File: src/rtl/lsbfc_pkg.sv
// constants and types for the led sink blink and fade control block
`default_nettype none

package lsbfc_pkg;

  // ------------------------------------------------------------
  // register map
  // ------------------------------------------------------------
  localparam logic [7:0] FADE_LAW_ADDR  = 8'h0F;
  localparam logic [7:0] ENABLE_ADDR    = 8'h10;
  localparam logic [7:0] TIME_UP_ADDR   = 8'h11;
  localparam logic [7:0] TIME_LO_ADDR   = 8'h12;

  localparam logic [7:0] FADE_LAW_RST   = 8'h00;
  localparam logic [7:0] ENABLE_RST     = 8'h00;
  localparam logic [7:0] TIME_UP_RST    = 8'h00;
  localparam logic [7:0] TIME_LO_RST    = 8'h00;
  localparam logic [7:0] UNMAPPED_DATA  = 8'h00;

  // ------------------------------------------------------------
  // field layout
  // ------------------------------------------------------------
  localparam int NUM_SINKS      = 7;
  localparam int LAW_LSB        = 0;
  localparam int LIT_TIME_LSB   = 6;
  localparam int FIELD_W        = 2;
  localparam logic [1:0] DARK_DISABLED = 2'h0;
  localparam logic [7:0] ENABLE_MASK   = 8'h7F;
  localparam logic [7:0] LAW_MASK      = 8'h03;

  // fade law codes
  localparam logic [1:0] LAW_LINEAR  = 2'h0;
  localparam logic [1:0] LAW_SQUARE  = 2'h1;
  localparam logic [1:0] LAW_CUBIC10 = 2'h2;
  localparam logic [1:0] LAW_CUBIC11 = 2'h3;

  // ------------------------------------------------------------
  // timing
  // ------------------------------------------------------------
  localparam int CLK_HZ         = 20_000_000;
  localparam int BASE_TICK_MS   = 200;
  localparam int TICK_CYCLES    = CLK_HZ / 1000 * BASE_TICK_MS;
  localparam int TICK_CNT_W     = 23;
  localparam int LIT_MS_0       = 200;
  localparam int LIT_MS_1       = 600;
  localparam int LIT_MS_2       = 800;
  localparam int LIT_MS_3       = 1200;
  localparam int DARK_MS_1      = 600;
  localparam int DARK_MS_2      = 1200;
  localparam int DARK_MS_3      = 1800;
  localparam int PHASE_CNT_W    = 4;

  // ------------------------------------------------------------
  // types
  // ------------------------------------------------------------
  typedef enum logic {PH_LIT, PH_DARK} lsbfc_phase_t;
  typedef enum logic [1:0] {STEP_LINEAR, STEP_CUBIC10, STEP_CUBIC11} lsbfc_step_t;

endpackage : lsbfc_pkg

`default_nettype wire

File: src/rtl/lsbfc_ctrl.sv
// led sink blink timer, enables and fade law control
//
// Functional notes
// - fade law 00 selects the linear dac mapping with equal time per dac code.
// - fade law 01 selects the square dac mapping with equal time per dac code.
// - fade law 10 selects the square dac mapping with the first cubic time profile.
// - fade law 11 selects the square dac mapping with the second cubic time profile.
// - the enable register holds sink 1 to 7 in bits 0 to 6, bit 7 reserved, and a 1 turns a sink on.
// - a 0 in an enable bit turns the sink off regardless of its timing fields.
// - the shared lit time applies only to an enabled sink whose dark time is not disabled, then it goes dark.
// - the lit time field selects 0.2, 0.6, 0.8 or 1.2 s for codes 00 to 11.
// - a sink with dark time 00 stays lit for as long as it is enabled.
// - a sink with a nonzero dark time lights for the lit time, then goes dark for that time.
// - dark time codes 00 to 11 mean disabled, 0.6, 1.2 and 1.8 s.
// - the upper timing register holds sink 7, 6, 5 dark times in bits 5:4, 3:2, 1:0.
// - the lower timing register holds sink 4, 3, 2, 1 dark times in bits 7:6, 5:4, 3:2, 1:0.
`timescale 1ns/1ps
`default_nettype none

module lsbfc_ctrl #(
  parameter int TICK_CYCLES = lsbfc_pkg::TICK_CYCLES
) (
  // clock and reset
  input  wire logic                      clk_sys,
  input  wire logic                      nrst,
  // byte register port from the serial interface engine
  input  wire logic [7:0]                reg_addr,
  input  wire logic [7:0]                reg_wdata,
  input  wire logic                      reg_wr,
  input  wire logic                      reg_rd,
  output logic      [7:0]                reg_rdata,
  // sink drive
  output logic      [6:0]                sink_lit,
  // fade law to the current dac path
  output logic                           dac_square_law,
  output lsbfc_pkg::lsbfc_step_t         fade_step_profile,
  // shared blink time base
  output logic                           blink_tick
);

  // ------------------------------------------------------------
  // reset release
  // ------------------------------------------------------------
  logic rst_meta_reg;
  logic rst_sync_reg;

  always_ff @(posedge clk_sys or negedge nrst)
  begin
    if (!nrst)
    begin
      rst_meta_reg <= 1'b0;
      rst_sync_reg <= 1'b0;
    end
    else
    begin
      rst_meta_reg <= 1'b1;
      rst_sync_reg <= rst_meta_reg;
    end
  end

  wire logic rst_n = rst_sync_reg;

  // ------------------------------------------------------------
  // decode helpers
  // ------------------------------------------------------------
  function automatic logic [lsbfc_pkg::PHASE_CNT_W-1:0] lit_ticks(input logic [1:0] code);
    int ms;
    case (code)
      2'h0:    ms = lsbfc_pkg::LIT_MS_0;
      2'h1:    ms = lsbfc_pkg::LIT_MS_1;
      2'h2:    ms = lsbfc_pkg::LIT_MS_2;
      default: ms = lsbfc_pkg::LIT_MS_3;
    endcase
    lit_ticks = lsbfc_pkg::PHASE_CNT_W'(ms / lsbfc_pkg::BASE_TICK_MS);
  endfunction : lit_ticks

  function automatic logic [lsbfc_pkg::PHASE_CNT_W-1:0] dark_ticks(input logic [1:0] code);
    int ms;
    case (code)
      2'h1:    ms = lsbfc_pkg::DARK_MS_1;
      2'h2:    ms = lsbfc_pkg::DARK_MS_2;
      2'h3:    ms = lsbfc_pkg::DARK_MS_3;
      default: ms = 0;
    endcase
    dark_ticks = lsbfc_pkg::PHASE_CNT_W'(ms / lsbfc_pkg::BASE_TICK_MS);
  endfunction : dark_ticks

  // ------------------------------------------------------------
  // registers
  // ------------------------------------------------------------
  logic [1:0] fade_law_sel_reg;
  logic [1:0] fade_law_sel_next;
  logic [6:0] enable_reg;
  logic [6:0] enable_next;
  logic [7:0] time_up_reg;
  logic [7:0] time_up_next;
  logic [7:0] time_lo_reg;
  logic [7:0] time_lo_next;
  logic [7:0] rdata_reg;
  logic [7:0] rdata_next;

  always_comb
  begin
    fade_law_sel_next = fade_law_sel_reg;
    enable_next       = enable_reg;
    time_up_next      = time_up_reg;
    time_lo_next      = time_lo_reg;
    rdata_next        = rdata_reg;
    if (reg_wr)
    begin
      case (reg_addr)
        lsbfc_pkg::FADE_LAW_ADDR: fade_law_sel_next = reg_wdata[1:0];
        lsbfc_pkg::ENABLE_ADDR:   enable_next = reg_wdata[6:0];
        lsbfc_pkg::TIME_UP_ADDR:  time_up_next = reg_wdata;
        lsbfc_pkg::TIME_LO_ADDR:  time_lo_next = reg_wdata;
        default:                  ;
      endcase
    end
    if (reg_rd)
    begin
      case (reg_addr)
        lsbfc_pkg::FADE_LAW_ADDR: rdata_next = {6'h00, fade_law_sel_reg};
        lsbfc_pkg::ENABLE_ADDR:   rdata_next = {1'b0, enable_reg};
        lsbfc_pkg::TIME_UP_ADDR:  rdata_next = time_up_reg;
        lsbfc_pkg::TIME_LO_ADDR:  rdata_next = time_lo_reg;
        default:                  rdata_next = lsbfc_pkg::UNMAPPED_DATA;
      endcase
    end
  end

  always_ff @(posedge clk_sys or negedge rst_n)
  begin
    if (!rst_n)
    begin
      fade_law_sel_reg <= lsbfc_pkg::FADE_LAW_RST[1:0];
      enable_reg       <= lsbfc_pkg::ENABLE_RST[6:0];
      time_up_reg      <= lsbfc_pkg::TIME_UP_RST;
      time_lo_reg      <= lsbfc_pkg::TIME_LO_RST;
      rdata_reg        <= 8'h00;
    end
    else
    begin
      fade_law_sel_reg <= fade_law_sel_next;
      enable_reg       <= enable_next;
      time_up_reg      <= time_up_next;
      time_lo_reg      <= time_lo_next;
      rdata_reg        <= rdata_next;
    end
  end

  assign reg_rdata = rdata_reg;

  // ------------------------------------------------------------
  // fade law decode
  // ------------------------------------------------------------
  logic                   square_reg;
  logic                   square_next;
  lsbfc_pkg::lsbfc_step_t step_reg;
  lsbfc_pkg::lsbfc_step_t step_next;

  always_comb
  begin
    case (fade_law_sel_reg)
      lsbfc_pkg::LAW_LINEAR:
      begin
        square_next = 1'b0;
        step_next   = lsbfc_pkg::STEP_LINEAR;
      end
      lsbfc_pkg::LAW_SQUARE:
      begin
        square_next = 1'b1;
        step_next   = lsbfc_pkg::STEP_LINEAR;
      end
      lsbfc_pkg::LAW_CUBIC10:
      begin
        square_next = 1'b1;
        step_next   = lsbfc_pkg::STEP_CUBIC10;
      end
      default:
      begin
        square_next = 1'b1;
        step_next   = lsbfc_pkg::STEP_CUBIC11;
      end
    endcase
  end

  always_ff @(posedge clk_sys or negedge rst_n)
  begin
    if (!rst_n)
    begin
      square_reg <= 1'b0;
      step_reg   <= lsbfc_pkg::STEP_LINEAR;
    end
    else
    begin
      square_reg <= square_next;
      step_reg   <= step_next;
    end
  end

  assign dac_square_law    = square_reg;
  assign fade_step_profile = step_reg;

  // ------------------------------------------------------------
  // shared time base
  // ------------------------------------------------------------
  localparam logic [lsbfc_pkg::TICK_CNT_W-1:0] TICK_LAST = lsbfc_pkg::TICK_CNT_W'(TICK_CYCLES - 1);

  logic [lsbfc_pkg::TICK_CNT_W-1:0] tick_cnt_reg;
  logic [lsbfc_pkg::TICK_CNT_W-1:0] tick_cnt_next;
  logic                             tick_reg;
  logic                             tick_next;

  // one time base for all sinks
  always_comb
  begin
    tick_next = (tick_cnt_reg == TICK_LAST);
    if (tick_next)
      tick_cnt_next = '0;
    else
      tick_cnt_next = tick_cnt_reg + 1'b1;
  end

  always_ff @(posedge clk_sys or negedge rst_n)
  begin
    if (!rst_n)
    begin
      tick_cnt_reg <= '0;
      tick_reg     <= 1'b0;
    end
    else
    begin
      tick_cnt_reg <= tick_cnt_next;
      tick_reg     <= tick_next;
    end
  end

  assign blink_tick = tick_reg;

  // ------------------------------------------------------------
  // per sink blink sequencer
  // ------------------------------------------------------------
  // dark time fields, sink 1 lowest
  wire logic [13:0] dark_fields = {time_up_reg[5:0], time_lo_reg};
  wire logic [1:0]  lit_code    = time_up_reg[lsbfc_pkg::LIT_TIME_LSB +: lsbfc_pkg::FIELD_W];

  genvar g;
  generate
    for (g = 0; g < lsbfc_pkg::NUM_SINKS; g++)
    begin : g_sink
      lsbfc_pkg::lsbfc_phase_t              phase_reg;
      lsbfc_pkg::lsbfc_phase_t              phase_next;
      logic [lsbfc_pkg::PHASE_CNT_W-1:0]    cnt_reg;
      logic [lsbfc_pkg::PHASE_CNT_W-1:0]    cnt_next;
      logic                                 lit_reg;
      logic                                 lit_next;
      logic [1:0]                           dark_code;
      logic [lsbfc_pkg::PHASE_CNT_W-1:0]    limit;

      always_comb
      begin
        dark_code  = dark_fields[g*lsbfc_pkg::FIELD_W +: lsbfc_pkg::FIELD_W];
        phase_next = phase_reg;
        cnt_next   = cnt_reg;
        limit = (phase_reg == lsbfc_pkg::PH_LIT) ? lit_ticks(lit_code) : dark_ticks(dark_code);
        if (!enable_reg[g])
        begin
          // disable wins; restart lit on next enable
          phase_next = lsbfc_pkg::PH_LIT;
          cnt_next   = '0;
        end
        else if (dark_code == lsbfc_pkg::DARK_DISABLED)
        begin
          phase_next = lsbfc_pkg::PH_LIT;
          cnt_next   = '0;
        end
        else if (tick_reg)
        begin
          if (cnt_reg + 1'b1 >= limit)
          begin
            cnt_next = '0;
            case (phase_reg)
              lsbfc_pkg::PH_LIT:  phase_next = lsbfc_pkg::PH_DARK;
              lsbfc_pkg::PH_DARK: phase_next = lsbfc_pkg::PH_LIT;
              default:            phase_next = lsbfc_pkg::PH_LIT;
            endcase
          end
          else
            cnt_next = cnt_reg + 1'b1;
        end
        lit_next = enable_reg[g] && (phase_next == lsbfc_pkg::PH_LIT);
      end

      always_ff @(posedge clk_sys or negedge rst_n)
      begin
        if (!rst_n)
        begin
          phase_reg <= lsbfc_pkg::PH_LIT;
          cnt_reg   <= '0;
          lit_reg   <= 1'b0;
        end
        else
        begin
          phase_reg <= phase_next;
          cnt_reg   <= cnt_next;
          lit_reg   <= lit_next;
        end
      end

      assign sink_lit[g] = lit_reg;
    end
  endgenerate

endmodule : lsbfc_ctrl

`default_nettype wire

File: config.mk
export PLATFORM = sky130hd
export DESIGN_NAME = lsbfc_ctrl
export DESIGN_NICKNAME = d
export VERILOG_FILES = /design/src/rtl/lsbfc_pkg.sv /design/src/rtl/lsbfc_ctrl.sv
export SDC_FILE = /design/constraint.sdc
export NUM_CORES = 1
export LEC_CHECK = 0
export BUFFER_PORTS_ARGS = -buffer_cell sky130_fd_sc_hd__buf_4
export CORE_AREA = 2 2 171 123
export CTS_BUF_LIST = sky130_fd_sc_hd__clkbuf_8
export DETAILED_ROUTE_END_ITERATION = 7
export DIE_AREA = 0 0 173 125
export GPL_TIMING_DRIVEN = 0
export PLACE_DENSITY_LB_ADDON = 0.05
export SLEW_MARGIN = 20
export SYNTH_ARGS = -nofsm -noshare
export SYNTH_HDL_FRONTEND = slang
export SYNTH_SLANG_ARGS = --single-unit
File: constraint.sdc
create_clock -name clk_sys -period 9.6 [get_ports clk_sys]
set_input_delay 0 -clock clk_sys [delete_from_list [all_inputs] [get_ports clk_sys]]
set_output_delay 0 -clock clk_sys [all_outputs]
set_load 0.05 [all_outputs]
==> impl_metrics.csv <==
group,metric,value,unit
status,outcome,"complete, no violations",
yosys,synth-async-reset-ratio,1.00,
placement,place_congestion,0.797,
clocking,hold_buffers,12,
critical_path,crit_chain,"inv_1 -> ha_1 -> or2_2 -> clkbuf_1 -> a21boi_0 -> a211oi_2 -> o21ai_0 -> ha_1 -> nand2b_1 -> a2111oi_1 -> nor2_1 -> nor4_1",
critical_path,critPathMostFrequentCell,"ha_1",
placement,portBuffers,37,
layout,diodes,0,
clocking,path_clk_slew,0.11,ns
critical_path,cp_slowest_stage_delay,0.80,ns
job,maxCapViolCount,0,
drt,route.met3.wl,616,um
clocking,cts_sinks,104,
clocking,post_cts_resized,0,
critical_path,worstSetupPathType,"flop to flop",
sta,worst_slew_pin_slew,0.956,ns
sta,final.period_utilization,0.461,
sta,setup_viol,0,
sta,clock.fmax,226,MHz
critical_path,crit_arrival,4.68,ns
power_and_ir_drop,power_per_cell_area,110,nW/um2
sta,timing.final.hold_violations,0,
drt,highest_layer,"met4",
yosys,ys_types,57,
sta,whs,0.0875,ns
yosys,synth_area_per_cell,10.0,um2
drt,drc,0,
hold_path,min_path_type,"primary input to flop",
sta,period_needed,4.42,ns
drt,wl_met2,7.13,mm
clocking,cts_tree,"yes",
floorplan,die-area,21600,um2
critical_path,reg2reg_slack,5.18,ns
sta,relSlewSlack,0.361,
global_route,grt_pass1_wl,27.2,mm
hold_path,min-delay-start,"reg_addr[5]",
drt,vias,5087,
power_and_ir_drop,power.leakage,3.47,nW
sta,fin_setup_tns,0,ns
critical_path,crit_cells,12,
drt,wl_met1,8.34,mm
yosys,syn_area,6710,um2
yosys,synth_nets,768,
clocking,post_cts_buffers,0,
floorplan,num_rows,44,
layout,largest_register_ffs,28,
drt,wl_per_cell,16.2,um
clocking,clk_path_buf_depth,2,
critical_path,crit_fanout,8,
drt,viasPerCell,5.02,
clocking,cts_root_buf,"clkbuf_8",
yosys,ys_seq_elements,104,
sta,drv_slew,0,
yosys,synth_edf_count,0,
placement,hpwl,12.6,mm
floorplan,core_region_area,20100,um2
critical_path,reg2reg_to,"g_sink[1].lit_reg",
critical_path,critPathTopFamily,"compound AO/OA/AOI/OAI gates",
global_route,grt-ovfl-total,0,
drt,first_pass_iters,4,
clocking,cts_buffers,9,
global_route,grt_usage,0.159,
layout,fin_nets,830,
floorplan,boundaryPins,39,
global_route,grt_max_degree,48,
global_route,grt_antenna_before_repair,0,
layout,synthToLayoutAreaGrowth,14.8,%
floorplan,initial_core_util,0.333,
sta,finalClockSkew,0.0132,ns
floorplan,die_height,125,um
hold_path,hold_depth,4,
drt,ant_nets,0,
layout,layout-drive-gt1-share,0.132,
clocking,htreeDepth,3,
drt,drt_iter0_markers,244,
critical_path,r2r_cells,12,
yosys,syn_inst,670,
sta,grt_setup_unrepaired,"false",
clocking,clk_latency,0.39,ns
yosys,synth-main-ff-cell,"dfrtp_1",
critical_path,required,9.85,ns
critical_path,worst_setup_path_end_kind,"flop",
power_and_ir_drop,ir_drop,0.0000590,V
drt,totalWireLength,16.4,mm
critical_path,r2r_start,"time_up_reg[7]",
critical_path,startpoint,"time_up_reg[7]",
floorplan,die_x,173,um
critical_path,start_kind,"flop",
yosys,ys_seq_area_frac,0.388,
critical_path,cp_num_buf_inv,2,
hold_path,min_to,"reg_rdata[0]",
yosys,yosys_warnings,0,
critical_path,worst_path_max_delay_cell,"a2111oi_1",
global_route,grt_pass1_vias,5120,
[where the power goes]
part           switching, mW  internal [mW]  total (mW)
Sequential            0.0113          0.445       0.457
Combinational         0.0652         0.0427       0.108
Clock                  0.180          0.103       0.283
[synth_stat cells (all sizes together), types with 16 or more instances]
cell | instances | area share
nand3 | 27 | 0.022
mux2 | 26 | 0.044
mux2i | 30 | 0.045
inv | 54 | 0.030
nor2 | 30 | 0.017
nand2b | 19 | 0.018
dfrtp | 104 | 0.39
o21ai | 42 | 0.031
xor2 | 16 | 0.021
ha | 78 | 0.15
nand2 | 38 | 0.021
[stage by stage]
step                instance area, um2  cells  power [mW]  utilization  setup slack, ns
finish                            7700   1013       0.847        0.382             5.18
CTS                               7700   1013       0.864        0.382             5.11
global placement                  7330    983       0.563        0.364             4.68
global route                      7700   1013       0.896        0.382             4.91
floorplan                         6710    670       0.528            -             6.28
detailed placement                7390    985       0.570        0.367             5.15
[worst min-delay path, delay by kind of cell]
kind | cells | cell delay [ns]
AOI/OAI and AO/OA | 2 | 0.28
buffers and inverters | 1 | 0.10
and+or+nand+nor | 1 | 0.06
[layer usage]
metal  vias to the layer above  GRT usage
met2                        75      0.245
met3                        19     0.0332
met4                         0     0.0409
met5                         -          0
li1                       2506          -
met1                      2487      0.226
[final cells by class]
cell class / count / area, um2
timing repair buffer: 51 / 445
fill: 2040 / 12500
tap: 276 / 345
clock buffer: 9 / 124
inverter: 54 / 203
buffer: 26 / 124
multi-input combinational: 486 / 3780
clock inverter: 7 / 66.3
sequential: 104 / 2610
[cells by family (layout without fill, tap and decap cells)]
family / Yosys count / count (layout) / share of synthesized area
mux: 56 / 56 / 0.0884
xor+xnor: 29 / 29 / 0.0379
fa+ha+maj: 78 / 78 / 0.145
simple gates: 200 / 200 / 0.169
buf+inv: 80 / 147 / 0.0487
flops: 104 / 104 / 0.388
compound gates: 122 / 122 / 0.122
other cells: 1 / 1 / 0.000559
[worst max-delay path by stage]
stage | end | slack [ns]
floorplan | g_sink[0].phase_reg | 6.28
global placement | g_sink[1].lit_reg | 4.68
detailed placement | g_sink[1].lit_reg | 5.15
CTS | g_sink[1].lit_reg | 5.11
global route | g_sink[1].lit_reg | 4.91
finish | g_sink[1].lit_reg | 5.18
[layout by cell type (no fill, tap or decap), types with 7 or more instances in the layout]
cell / netlist / routed
dfrtp_1: 104 / 103
ha_1: 78 / 78
inv_1: 54 / 54
buf_4: 7 / 44
o21ai_0: 42 / 42
nand2_1: 38 / 38
mux2i_1: 30 / 30
nor2_1: 30 / 30
mux2_2: 26 / 26
nand3_1: 24 / 24
nand2b_1: 19 / 19
xor2_1: 16 / 16
clkbuf_1: 13 / 13
xnor2_1: 13 / 13
nor3_1: 13 / 13
o211ai_1: 12 / 12
nor4b_1: 12 / 12
a21oi_1: 12 / 12
dlygate4sd3_1: 0 / 12
and3_1: 11 / 11
o21a_1: 9 / 9
clkbuf_8: 0 / 9
o22ai_1: 8 / 8
nand4_1: 7 / 7
nor3b_1: 7 / 7
nand3b_1: 7 / 7
(Power assumes the default switching activity.)
